### src/shared/ats_pkg.sv
// package for the autotune save and configuration block: constants, fields, types
// assumes one 10 MHz clock and a host that sends one adjust frame at a time
//
// Contract
// - adjust frame is code 3E with byte 00
// - mode select gives good answer, ready set
// - save completes, then command ready reported
// - unsaved tuning lost, power-on uses defaults
// - saved results load at next power-on
// - inertia ratio 0 to 10000, default 0
// - method 0 first run, 1 continuous, 2 off
// - speed feedback comp 0 on, 1 off
// - friction comp 0 off, 1 small, 2 large
// - estimate clamped at thirty times motor inertia
// - manual speed feedback setting is applied
// - answer echoes code, location and payload
// - good answer has alarm and warning clear
package ats_pkg;

	localparam logic [7:0]  ADJ_CODE        = 8'h3E;
	localparam logic [7:0]  ADJ_EXT         = 8'h00;
	localparam logic [7:0]  SUB_DATA_SET    = 8'h01;
	localparam logic [15:0] LOC_MODE        = 16'h2000;
	localparam logic [15:0] LOC_EXEC        = 16'h2001;
	localparam logic [15:0] MODE_RESULTS_WR = 16'h1007;
	localparam logic [15:0] EXEC_VALUE      = 16'h0001;

	localparam logic [3:0]  OFF_RATIO       = 4'h0;
	localparam logic [3:0]  OFF_OPTION      = 4'h4;
	localparam logic [3:0]  OFF_STATUS      = 4'h8;

	localparam logic [15:0] RATIO_MAX       = 16'h2710;
	localparam logic [15:0] RATIO_CLAMP     = 16'h0BB8;
	localparam logic [15:0] RATIO_RESET     = 16'h0000;

	localparam int          METHOD_LSB      = 0;
	localparam int          SFB_LSB         = 4;
	localparam int          FRIC_LSB        = 8;
	localparam logic [3:0]  METHOD_RESET    = 4'h0;
	localparam logic [3:0]  SFB_RESET       = 4'h1;
	localparam logic [3:0]  FRIC_RESET      = 4'h0;
	localparam logic [15:0] OPTION_RESET    = 16'h0010;

	localparam logic [1:0]  NVM_RATIO       = 2'h0;
	localparam logic [1:0]  NVM_OPTION      = 2'h1;
	localparam logic [1:0]  NVM_MARK        = 2'h2;
	// arbitrary marker value
	localparam logic [15:0] SAVE_MARK       = 16'hA5C3;

	localparam int          CLK_HZ          = 10000000;
	localparam int          SAVE_TIME_MS    = 1000;
	localparam int          SAVE_CYCLES     = SAVE_TIME_MS * (CLK_HZ / 1000);

	typedef enum logic [1:0]
	{
		ST_BOOT = 2'b00,
		ST_IDLE = 2'b01,
		ST_SAVE = 2'b10
	} ats_state_type;

	typedef struct packed
	{
		logic [7:0]  cmd_code;
		logic [7:0]  cmd_ext;
		logic [7:0]  sub_command_code;
		logic [15:0] sub_target_location;
		logic [15:0] sub_payload_value;
	} ats_cmd_type;

	typedef struct packed
	{
		logic [7:0]  sub_command_answer;
		logic [15:0] sub_target_location;
		logic [15:0] sub_payload_value;
		logic        command_ready_flag;
		logic        alarm;
		logic        warning;
	} ats_rsp_type;

endpackage

### src/design/ats_nvm.sv
// small non-volatile store for saved tuning words
// assumes the array keeps its contents across reset; read data one cycle late
`timescale 1ns/10ps
module ats_nvm
	import ats_pkg::*;
(
	input  wire logic        clk_i,
	input  wire logic        resetn_i,
	input  wire logic        we_i,
	input  wire logic [1:0]  waddr_i,
	input  wire logic [15:0] wdata_i,
	input  wire logic [1:0]  raddr_i,
	output logic      [15:0] rdata_o
);
	// no reset on the array: it models storage that outlives power-off
	logic [15:0] mem_reg [0:3];

	always_ff @(posedge clk_i)
	begin
		if (we_i)
		begin
			mem_reg[waddr_i] <= wdata_i;
		end
	end

	always_ff @(posedge clk_i or negedge resetn_i)
	begin
		if (!resetn_i)
		begin
			rdata_o <= 16'h0000;
		end
		else
		begin
			rdata_o <= mem_reg[raddr_i];
		end
	end
endmodule // ats_nvm

### src/design/ats_core.sv
// adjust command interpreter for saving autotune results, plus tuning settings
// assumes synchronous inputs, one adjust frame per cmd_valid_i pulse, 10 MHz clock
//
// Implementation choices: the placing of the registers and the plain strobed port.
`timescale 1ns/10ps
module ats_core
	import ats_pkg::*;
#(
	parameter int SAVE_CYCLES_P = SAVE_CYCLES
)
(
	input  wire logic        clk_i,
	input  wire logic        resetn_i,
	input  wire logic        cmd_valid_i,
	input  wire ats_cmd_type cmd_i,
	output ats_rsp_type      rsp_o,
	output logic             rsp_valid_o,
	input  wire logic        est_valid_i,
	input  wire logic [15:0] est_ratio_i,
	output logic      [15:0] inertia_ratio_o,
	output logic             tuning_active_o,
	output logic             speed_fb_comp_en_o,
	output logic      [1:0]  friction_comp_o,
	input  wire logic [3:0]  reg_addr_i,
	input  wire logic [15:0] reg_wdata_i,
	input  wire logic        reg_write_i,
	input  wire logic        reg_read_i,
	output logic      [15:0] reg_rdata_o
);
	ats_state_type state_reg;
	logic [1:0]    boot_cnt_reg;
	logic          mark_ok_reg;
	logic [1:0]    wr_cnt_reg;
	logic [23:0]   save_cnt_reg;
	logic          write_mode_reg;
	logic          frozen_reg;
	logic [15:0]   load_inertia_ratio_reg;
	logic [3:0]    tuning_method_select_reg;
	logic [3:0]    speed_fb_comp_select_reg;
	logic [3:0]    friction_comp_select_reg;
	logic [15:0]   nvm_rdata;
	logic [1:0]    nvm_raddr;
	logic [15:0]   nvm_wdata;
	logic          nvm_we;
	logic          is_adjust;
	logic          is_mode;
	logic          is_exec;
	logic          exec_ok;
	logic          save_done;
	logic          sw_ratio_wr;
	logic          sw_opt_wr;
	logic [15:0]   est_clamped;
	logic [15:0]   opt_word;

	assign is_adjust = cmd_valid_i && cmd_i.cmd_code == ADJ_CODE && cmd_i.cmd_ext == ADJ_EXT;
	assign is_mode   = is_adjust && cmd_i.sub_command_code == SUB_DATA_SET
		&& cmd_i.sub_target_location == LOC_MODE && cmd_i.sub_payload_value == MODE_RESULTS_WR;
	assign is_exec   = is_adjust && cmd_i.sub_command_code == SUB_DATA_SET
		&& cmd_i.sub_target_location == LOC_EXEC && cmd_i.sub_payload_value == EXEC_VALUE;
	// execute without a prior mode select is refused, not started
	assign exec_ok   = is_exec && write_mode_reg && state_reg == ST_IDLE;
	assign save_done = state_reg == ST_SAVE && save_cnt_reg == 24'(SAVE_CYCLES_P - 1);
	assign sw_ratio_wr = reg_write_i && reg_addr_i == OFF_RATIO;
	assign sw_opt_wr   = reg_write_i && reg_addr_i == OFF_OPTION;
	assign est_clamped = (est_ratio_i > RATIO_CLAMP) ? RATIO_CLAMP : est_ratio_i;
	assign opt_word    = {4'h0, friction_comp_select_reg, speed_fb_comp_select_reg, tuning_method_select_reg};

	// marker read first so the other words can be taken or dropped as they arrive
	always_comb
	begin
		case (boot_cnt_reg)
			2'h0:    nvm_raddr = NVM_MARK;
			2'h1:    nvm_raddr = NVM_RATIO;
			default: nvm_raddr = NVM_OPTION;
		endcase
	end

	always_comb
	begin
		case (wr_cnt_reg)
			2'h0:    nvm_wdata = load_inertia_ratio_reg;
			2'h1:    nvm_wdata = opt_word;
			default: nvm_wdata = SAVE_MARK;
		endcase
	end
	// marker written last: a first save cut short before the marker write leaves no valid image
	assign nvm_we = state_reg == ST_SAVE && save_cnt_reg < 24'h000003;

	ats_nvm u_nvm
	(
		.clk_i    (clk_i),
		.resetn_i (resetn_i),
		.we_i     (nvm_we),
		.waddr_i  (wr_cnt_reg),
		.wdata_i  (nvm_wdata),
		.raddr_i  (nvm_raddr),
		.rdata_o  (nvm_rdata)
	);

	always_ff @(posedge clk_i or negedge resetn_i)
	begin
		if (!resetn_i)
		begin
			state_reg    <= ST_BOOT;
			boot_cnt_reg <= 2'h0;
			mark_ok_reg  <= 1'b0;
		end
		else
		begin
			case (state_reg)
				ST_BOOT:
				begin
					boot_cnt_reg <= boot_cnt_reg + 2'h1;
					if (boot_cnt_reg == 2'h1)
					begin
						mark_ok_reg <= nvm_rdata == SAVE_MARK;
					end
					if (boot_cnt_reg == 2'h3)
					begin
						state_reg <= ST_IDLE;
					end
				end
				ST_IDLE:
				begin
					if (exec_ok)
					begin
						state_reg <= ST_SAVE;
					end
				end
				ST_SAVE:
				begin
					if (save_done)
					begin
						state_reg <= ST_IDLE;
					end
				end
				default: state_reg <= ST_IDLE;
			endcase
		end
	end

	always_ff @(posedge clk_i or negedge resetn_i)
	begin
		if (!resetn_i)
		begin
			save_cnt_reg <= 24'h000000;
			wr_cnt_reg   <= 2'h0;
		end
		else if (state_reg == ST_SAVE)
		begin
			save_cnt_reg <= save_cnt_reg + 24'h000001;
			if (wr_cnt_reg != 2'h3)
			begin
				wr_cnt_reg <= wr_cnt_reg + 2'h1;
			end
		end
		else
		begin
			save_cnt_reg <= 24'h000000;
			wr_cnt_reg   <= 2'h0;
		end
	end

	always_ff @(posedge clk_i or negedge resetn_i)
	begin
		if (!resetn_i)
		begin
			write_mode_reg <= 1'b0;
		end
		else if (save_done)
		begin
			write_mode_reg <= 1'b0;
		end
		else if (is_mode && state_reg == ST_IDLE)
		begin
			write_mode_reg <= 1'b1;
		end
	end

	// working ratio: reset default, saved image at boot, software, then estimates
	always_ff @(posedge clk_i or negedge resetn_i)
	begin
		if (!resetn_i)
		begin
			load_inertia_ratio_reg <= RATIO_RESET;
			frozen_reg             <= 1'b0;
		end
		else if (state_reg == ST_BOOT)
		begin
			if (boot_cnt_reg == 2'h2 && mark_ok_reg)
			begin
				load_inertia_ratio_reg <= nvm_rdata;
			end
		end
		else if (sw_ratio_wr)
		begin
			if (reg_wdata_i <= RATIO_MAX)
			begin
				load_inertia_ratio_reg <= reg_wdata_i;
			end
		end
		else if (est_valid_i && tuning_active_o)
		begin
			load_inertia_ratio_reg <= est_clamped;
			if (tuning_method_select_reg == 4'h0)
			begin
				frozen_reg <= 1'b1;
			end
		end
	end

	always_ff @(posedge clk_i or negedge resetn_i)
	begin
		if (!resetn_i)
		begin
			tuning_method_select_reg <= METHOD_RESET;
			speed_fb_comp_select_reg <= SFB_RESET;
			friction_comp_select_reg <= FRIC_RESET;
		end
		else if (state_reg == ST_BOOT)
		begin
			if (boot_cnt_reg == 2'h3 && mark_ok_reg)
			begin
				tuning_method_select_reg <= nvm_rdata[METHOD_LSB +: 4];
				speed_fb_comp_select_reg <= nvm_rdata[SFB_LSB +: 4];
				friction_comp_select_reg <= nvm_rdata[FRIC_LSB +: 4];
			end
		end
		else if (sw_opt_wr)
		begin
			// out-of-range field values keep the old field
			if (reg_wdata_i[METHOD_LSB +: 4] <= 4'h2)
			begin
				tuning_method_select_reg <= reg_wdata_i[METHOD_LSB +: 4];
			end
			if (reg_wdata_i[SFB_LSB +: 4] <= 4'h1)
			begin
				speed_fb_comp_select_reg <= reg_wdata_i[SFB_LSB +: 4];
			end
			if (reg_wdata_i[FRIC_LSB +: 4] <= 4'h2)
			begin
				friction_comp_select_reg <= reg_wdata_i[FRIC_LSB +: 4];
			end
		end
	end

	assign tuning_active_o    = state_reg != ST_BOOT && (tuning_method_select_reg == 4'h1
		|| (tuning_method_select_reg == 4'h0 && !frozen_reg));
	assign inertia_ratio_o    = load_inertia_ratio_reg;
	assign speed_fb_comp_en_o = speed_fb_comp_select_reg == 4'h0;
	assign friction_comp_o    = friction_comp_select_reg[1:0];

	// answer to every adjust frame; ready follows the save, not the frame
	always_ff @(posedge clk_i or negedge resetn_i)
	begin
		if (!resetn_i)
		begin
			rsp_o       <= '0;
			rsp_valid_o <= 1'b0;
		end
		else
		begin
			rsp_valid_o <= is_adjust;
			if (is_adjust)
			begin
				rsp_o.sub_command_answer  <= cmd_i.sub_command_code;
				rsp_o.sub_target_location <= cmd_i.sub_target_location;
				rsp_o.sub_payload_value   <= cmd_i.sub_payload_value;
				rsp_o.alarm               <= 1'b0;
				rsp_o.warning             <= !((is_mode && state_reg == ST_IDLE) || exec_ok);
				// a frame landing on the last save cycle must not swallow the ready set
				rsp_o.command_ready_flag  <= (!exec_ok && state_reg == ST_IDLE) || save_done;
			end
			else if (save_done)
			begin
				rsp_o.command_ready_flag <= 1'b1;
			end
			else if (state_reg == ST_IDLE)
			begin
				rsp_o.command_ready_flag <= 1'b1;
			end
		end
	end

	always_ff @(posedge clk_i or negedge resetn_i)
	begin
		if (!resetn_i)
		begin
			reg_rdata_o <= 16'h0000;
		end
		else if (reg_read_i)
		begin
			case (reg_addr_i)
				OFF_RATIO:  reg_rdata_o <= load_inertia_ratio_reg;
				OFF_OPTION: reg_rdata_o <= opt_word;
				OFF_STATUS: reg_rdata_o <= {11'h000, frozen_reg, tuning_active_o, state_reg == ST_SAVE,
					write_mode_reg, rsp_o.command_ready_flag};
				default:    reg_rdata_o <= 16'h0000;
			endcase
		end
		else
		begin
			reg_rdata_o <= 16'h0000;
		end
	end
endmodule // ats_core

### config.mk
export PLATFORM = sky130hd
export DESIGN_NAME = ats_core
export DESIGN_NICKNAME = d
export VERILOG_FILES = /design/src/shared/ats_pkg.sv /design/src/design/ats_nvm.sv /design/src/design/ats_core.sv
export SDC_FILE = /design/constraint.sdc
export NUM_CORES = 1
export LEC_CHECK = 0
export ABC_CLOCK_PERIOD_IN_PS = 2400
export BUFFER_PORTS_ARGS = -buffer_cell sky130_fd_sc_hd__buf_4
export CORE_ASPECT_RATIO = 1.25
export CORE_MARGIN = 2
export CORE_UTILIZATION = 25
export DETAILED_ROUTE_END_ITERATION = 8
export GPL_TIMING_DRIVEN = 0
export HOLD_SLACK_MARGIN = 0.05
export SLEW_MARGIN = 30
export SYNTH_ARGS = -nofsm -noshare
export SYNTH_HDL_FRONTEND = slang
export SYNTH_SLANG_ARGS = --single-unit
### constraint.sdc
create_clock -name clk_i -period 2.4 [get_ports clk_i]
set_input_delay 0.48 -clock clk_i [delete_from_list [all_inputs] [get_ports clk_i]]
set_output_delay 0.48 -clock clk_i [all_outputs]
set_load 0.02 [all_outputs]
# Yosys cells after proc, flatten, opt, wreduce, memory -nomap -nowiden
# Memory sizes are Yosys's and may differ from the RTL's. A register that Yosys moved wholly into a read port is not among the register bits.
# Cells that the tools add are included.
# totals
memories,1
ramBits,64
regBits,120
input_bits,98
wordCells,140
# classes
bitwise,2
order_cmp,6
muxes,36
eq_ne,25
add_sub_neg,3
n_reduce_logical,49
# mem_list
name,words,word_bits,rd,rd_ports_with_merged_regs,write_ports,line,text
u_nvm.mem_reg,4,16,1,1,1,ats_nvm.sv:16,logic [15:0] mem_reg [0:3];
# op_table
operator,count
16-bit two-way mux,7
4-bit two-way mux,12
16-bit one-hot mux with 3 select lines,1
"16-bit by 14-bit == test with 1-bit output, second input constant",2
16-bit one-hot mux with 2 select lines,1
"24-bit by 1-bit adder with 24-bit output, second input constant",1
"24-bit == test, second input constant",1
"24-bit by 2-bit < comparator with 1-bit output, second input constant",1
24-bit two-way mux,1
1-bit logical AND,20
"16-bit by 1-bit == test with 1-bit output, second input constant",1
"16-bit by 13-bit == test with 1-bit output, second input constant",1
"16-bit == test, second input constant",1
"16-bit by 12-bit > comparator with 1-bit output, second input constant",1
"16-bit by 14-bit <= comparator with 1-bit output, second input constant",1
3-bit AND reduction,5
4-bit logical NOT,3
2-bit nonzero test,6
2-bit two-way mux,5
"2-bit inequality test, second input constant",5
"8-bit by 1-bit == test with 1-bit output, second input constant",1
"8-bit by 6-bit == test with 1-bit output, second input constant",1
"4-bit by 2-bit <= comparator with 1-bit output, second input constant",2
8-bit logical NOT,1
other kinds (19),40

# Logic depth before layout (Yosys ltp)
# logic_depth
word_depth,12
depth_mapped,9
mapped_depth_nobuf,6

# Modules after synthesis
# A second synthesis with hierarchy kept.
# hier_totals
hier_cells,694
hier_area_um2,8899.8
# modules_own_cells
mod,area_per_inst_um2,cells_each,n_inst
ats_core,6122.1,590,1
ats_nvm,2777.7,104,1

# Worst setup path after synthesis
# OpenSTA, ideal clock, no wires.
# synth_timing
path_type,register to register
from,register boot_cnt_reg[0]
to,"register u_nvm.rdata_o[10], read port of u_nvm.mem_reg"
setup_slack_ps,218
arrival_ps,2043
required_ps,2262
path_buffers,1
synth_period_minus_slack_ps,2182
stages_incl_launch_ff,6
cell_sequence,dfrtp_1 -> inv_1 -> ha_1 -> nor2_1 -> buf_2 -> mux4_2
# synth_via
elab_chain_len,2
elab_cells_between_ends,3
cone_classes,1 x eq/ne; 1 x mux; 1 x reduce/logical
# synth_rtl
item,line,text
"start, declared",ats_core.sv:31,logic [1:0] boot_cnt_reg;
"start signal, assigned",ats_core.sv:113,boot_cnt_reg <= boot_cnt_reg + 2'h1;
2-bit by 1-bit == test with 1-bit output or 2-bit logical NOT (tied branches),ats_core.sv:71,case (boot_cnt_reg)
2-bit one-hot mux with 2 select lines (*),ats_core.sv:71,
"end, declared",ats_nvm.sv:13,output logic [15:0] rdata_o
# Mark *: on every way between the ends. The rest lies on a longest branch, timed or not.
# A chain may end at the register's enable or synchronous reset.

# Worst setup path after layout
# layout_timing
from,register state_reg[0]
to,output port tuning_active_o
# layout_via
elab_chain_len,2
# layout_rtl
item,line,text
"start, declared",ats_core.sv:30,ats_state_type state_reg;
"start signal, assigned",ats_core.sv:104,state_reg <= ST_BOOT;
"start signal, assigned",ats_core.sv:120,state_reg <= ST_IDLE;
"start signal, assigned",ats_core.sv:127,state_reg <= ST_SAVE;
2-bit nonzero test,ats_core.sv:247,assign tuning_active_o = state_reg != ST_BOOT && (tuning_method_select_reg == 4'h1
1-bit logical AND,ats_core.sv:247,
"end, declared",ats_core.sv:21,"output logic tuning_active_o,"
# Every way passes these cells.

==> flow_summary.json <==
{
  "setup_viol": 0,
  "avgSynthCellArea_sq_um": 11.7,
  "r2r_cells": 4,
  "yosysTopAreaCellShare": 0.381,
  "crit_path_start_kind": "flop",
  "worstPathArrival_ns": 1.81,
  "p_leak_nw": 4.83,
  "synthTopCellsByCount": "nand2_1 (163), dfrtp_1 (135), edfxtp_1 (64)",
  "crit_type": "reg2out",
  "grt_util_met2": 0.231,
  "cp_num_buf_inv": 2,
  "comb_power_share": 0.082,
  "synth_area_leaders": "dfrtp_1 (38%), edfxtp_1 (22%), nand2_1 (6.9%)",
  "antenna_left": 0,
  "synthFlopType": "dfrtp_1",
  "vias": 6690,
  "cts_num_sinks": 200,
  "postCtsSetupBuffers": 0,
  "grt_antenna_before_repair": 0,
  "fmax_mhz": 436,
  "cp.required_ns": 1.92,
  "drc_errors": 0,
  "cp_cell_sequence": "or2_2, buf_2, and4b_1, buf_4",
  "clock_latency_ns": 0.44,
  "cap_violations": 0,
  "std_cell_rows": 77,
  "crit_end": "tuning_active_o",
  "port_buffers": 175,
  "syn_inst": 756,
  "met3_usage": 0.0293,
  "busiest_layer": "met2",
  "ys_warn_count": 0,
  "critical_path_cell_count": 4,
  "min_period_ns": 2.29,
  "nets": 1060,
  "area_growth_pct": 28.9,
  "ys_seq_area_frac": 0.600,
  "relSlewSlack": 0.505,
  "r2r_start": "state_reg[0]",
  "place.detailed.hpwl_mm": 18.5,
  "core_area_sq_um": 35200,
  "worstMarginPinSlew_ns": 0.732,
  "synth_edf_count": 64,
  "hold_path.class": "in2reg",
  "drive_gt1_frac": 0.278,
  "yosys.area.top_type": "dfrtp_1",
  "track_usage": 0.134,
  "switchingPower_mw": 1.85,
  "finClkSkew_ns": 0.0152,
  "power.internal_mw": 5.24,
  "grt_max_degree": 81,
  "rrSetupSlack_ns": 0.16,
  "die_h_um": 215,
  "reg2reg_to": "tuning_method_select_reg[2]",
  "max_stage_delay_ns": 0.46,
  "regArea_sq_um": 5330,
  "dr.pass1.iters": 6,
  "synth-seq-cells": 200,
  "gp_congestion": 0.915,
  "design_power_total_mw": 7.09,
  "die_area_sq_um": 37000,
  "cp_max_fo": 9,
  "netlist_area_sq_um": 8870,
  "largest_reg_flops": 64,
  "grt_pass1_wl_mm": 39.3,
  "grtUsageMet1": 0.164,
  "clk_pin_slew_ns": 0.09,
  "outcome": "completed",
  "drtIter0Drc": 506,
  "fill_cells": 3545,
  "multiInputGateArea_sq_um": 3320,
  "cp-end-kind": "output port",
  "place_ws_ns": -0.448,
  "die_x_um": 173,
  "overflow": 0,
  "yosysMostFrequentCell": "nand2_1",
  "pwr-share-clk": 0.406,
  "finalCritPeriodShare": 0.955,
  "diodes": 0,
  "postSynthNetCount": 864,
  "crit_family": "simple AND/OR/NAND/NOR gates",
  "avgRoutedWirePerCell_um": 17.1,
  "slew_violations": 0,
  "p_sw_frac": 0.261,
  "grt_pass1_vias": 6994,
  "root_buffer": "clkbuf_16",
  "cts_buffers": 17,
  "num_io_pins": 178,
  "rsz0062_at_grt": "no",
  "cts_tree": "done",
  "p_per_area_nw_per_um2": 620,
  "cp_slowest_cell": "dfrtp_1",
  "timing.final.ws_setup_ns": 0.108,
  "setup_tns_ns": 0,
  "postSynth.asyncResetShare": 0.680,
  "synth.distinct_cells": 61,
  "start_util": 0.252,
  "drt-total-wl_mm": 24.6,
  "clockBufferDepth": 2,
  "seqPwrFrac": 0.512,
  "htree_num_levels": 4,
  "hold_viol_final": 0,
  "crit_start": "state_reg[0]",
  "vias_per_cell": 4.65,
  "vdd_drop_max_mv": 0.488
}
cell usage in the layout, fill, tap and decap left out, types with 5 or more instances in the layout:
cell type / synthesis / final
o21ai_1: 8 / 8
a32o_1: 7 / 7
buf_4: 4 / 178
clkbuf_16: 0 / 17
ha_1: 10 / 10
mux4_2: 16 / 16
mux2i_1: 19 / 19
mux2_4: 5 / 5
nor3_1: 12 / 12
inv_1: 8 / 8
edfxtp_1: 64 / 64
nor2_1: 58 / 57
and3_1: 7 / 7
xnor2_1: 12 / 12
nand2_1: 163 / 163
and2_1: 11 / 7
nand4_1: 12 / 12
dfrtp_1: 135 / 135
clkbuf_1: 22 / 21
a22oi_1: 7 / 7
a31oi_2: 7 / 7
a211oi_1: 12 / 12
o21ai_0: 12 / 12
a21oi_1: 14 / 14
xor2_1: 10 / 10
nor4_1: 20 / 20
nand3_1: 13 / 13
or3_1: 7 / 7
a22o_1: 9 / 9
metal layers:
metal / wire length [um] / vias to the layer above / share of wire
met5: 0 / - / 0
met4: 819 / 0 / 0.033
met3: 1360 / 45 / 0.055
met2: 12300 / 263 / 0.50
met1: 10100 / 3278 / 0.41
li1: - / 3104 / -
final cells by class:
cell class                 instances  area share
multi-input combinational        509       0.290
tap                              474      0.0518
buffer                            39      0.0187
inverter                           8     0.00262
timing repair buffer             177       0.119
sequential                       200       0.466
clock buffer                      17      0.0372
clock inverter                    15      0.0153
what timing repair did:
item                                   CTS  global route
resized for setup                        7             2
hold buffers                             1             0
setup endpoints to repair               47            32
endpoints found under the hold margin   55             0
how the worst min path moves through the flow:
stage / start / endpoint / slack (ns) / cells after the start
finish: cmd_i[26] / rsp_o[29] / 0.25 / 3
global route: cmd_i[32] / rsp_o[35] / 0.24 / 3
CTS: cmd_i[17] / rsp_o[20] / 0.23 / 3
detailed placement: resetn_i / inertia_ratio_o[2] / 0.44 / 1
global placement: rsp_o[42] / rsp_o[42] / 0.45 / 2
floorplan: resetn_i / boot_cnt_reg[0] / 0.18 / 0
power by group through the flow:
| stage | Clock (mW) | Sequential, mW | Combinational (mW) |
|---|---|---|---|
| final | 2.88 | 3.63 | 0.581 |
| after global routing | 3.08 | 3.63 | 0.630 |
| after CTS | 2.96 | 3.63 | 0.586 |
| after floorplan | 0 | 3.70 | 0.205 |
| after detailed placement | 0 | 3.70 | 0.582 |
| after global placement | 0 | 3.70 | 0.570 |
logic make-up (layout without fill, tap and decap cells):
family                   count (synthesis)  count (layout)  synth area share
adder cells (fa/ha/maj)                 10              10            0.0141
flip-flops                             200             200             0.600
AO/OA/AOI/OAI                          103             103            0.0881
XOR/XNOR                                22              22            0.0217
AND/OR/NAND/NOR                        332             332             0.176
multiplexers                            41              41            0.0718
other                                    1               1          0.000423
buffers and inverters                   47             256            0.0274
worst reg2reg max path, cell delays in order (launching register included):
cell	delay [ns]
dfrtp_1	0.46
nor2_1	0.52
clkbuf_1	0.47
buf_1	0.47
a32o_1	0.26
per-stage QoR:
step	hold slack (ns)	utilization	cell area, sq um	instances
2_1_floorplan	0.184	-	8870	756
3_3_place_gp	0.454	0.307	10800	1405
3_5_place_dp	0.438	0.308	10800	1406
4_1_cts	0.231	0.325	11400	1439
5_1_grt	0.243	0.325	11400	1439
6_report	0.246	0.325	11400	1439
Power figures use the tool's default switching activity.
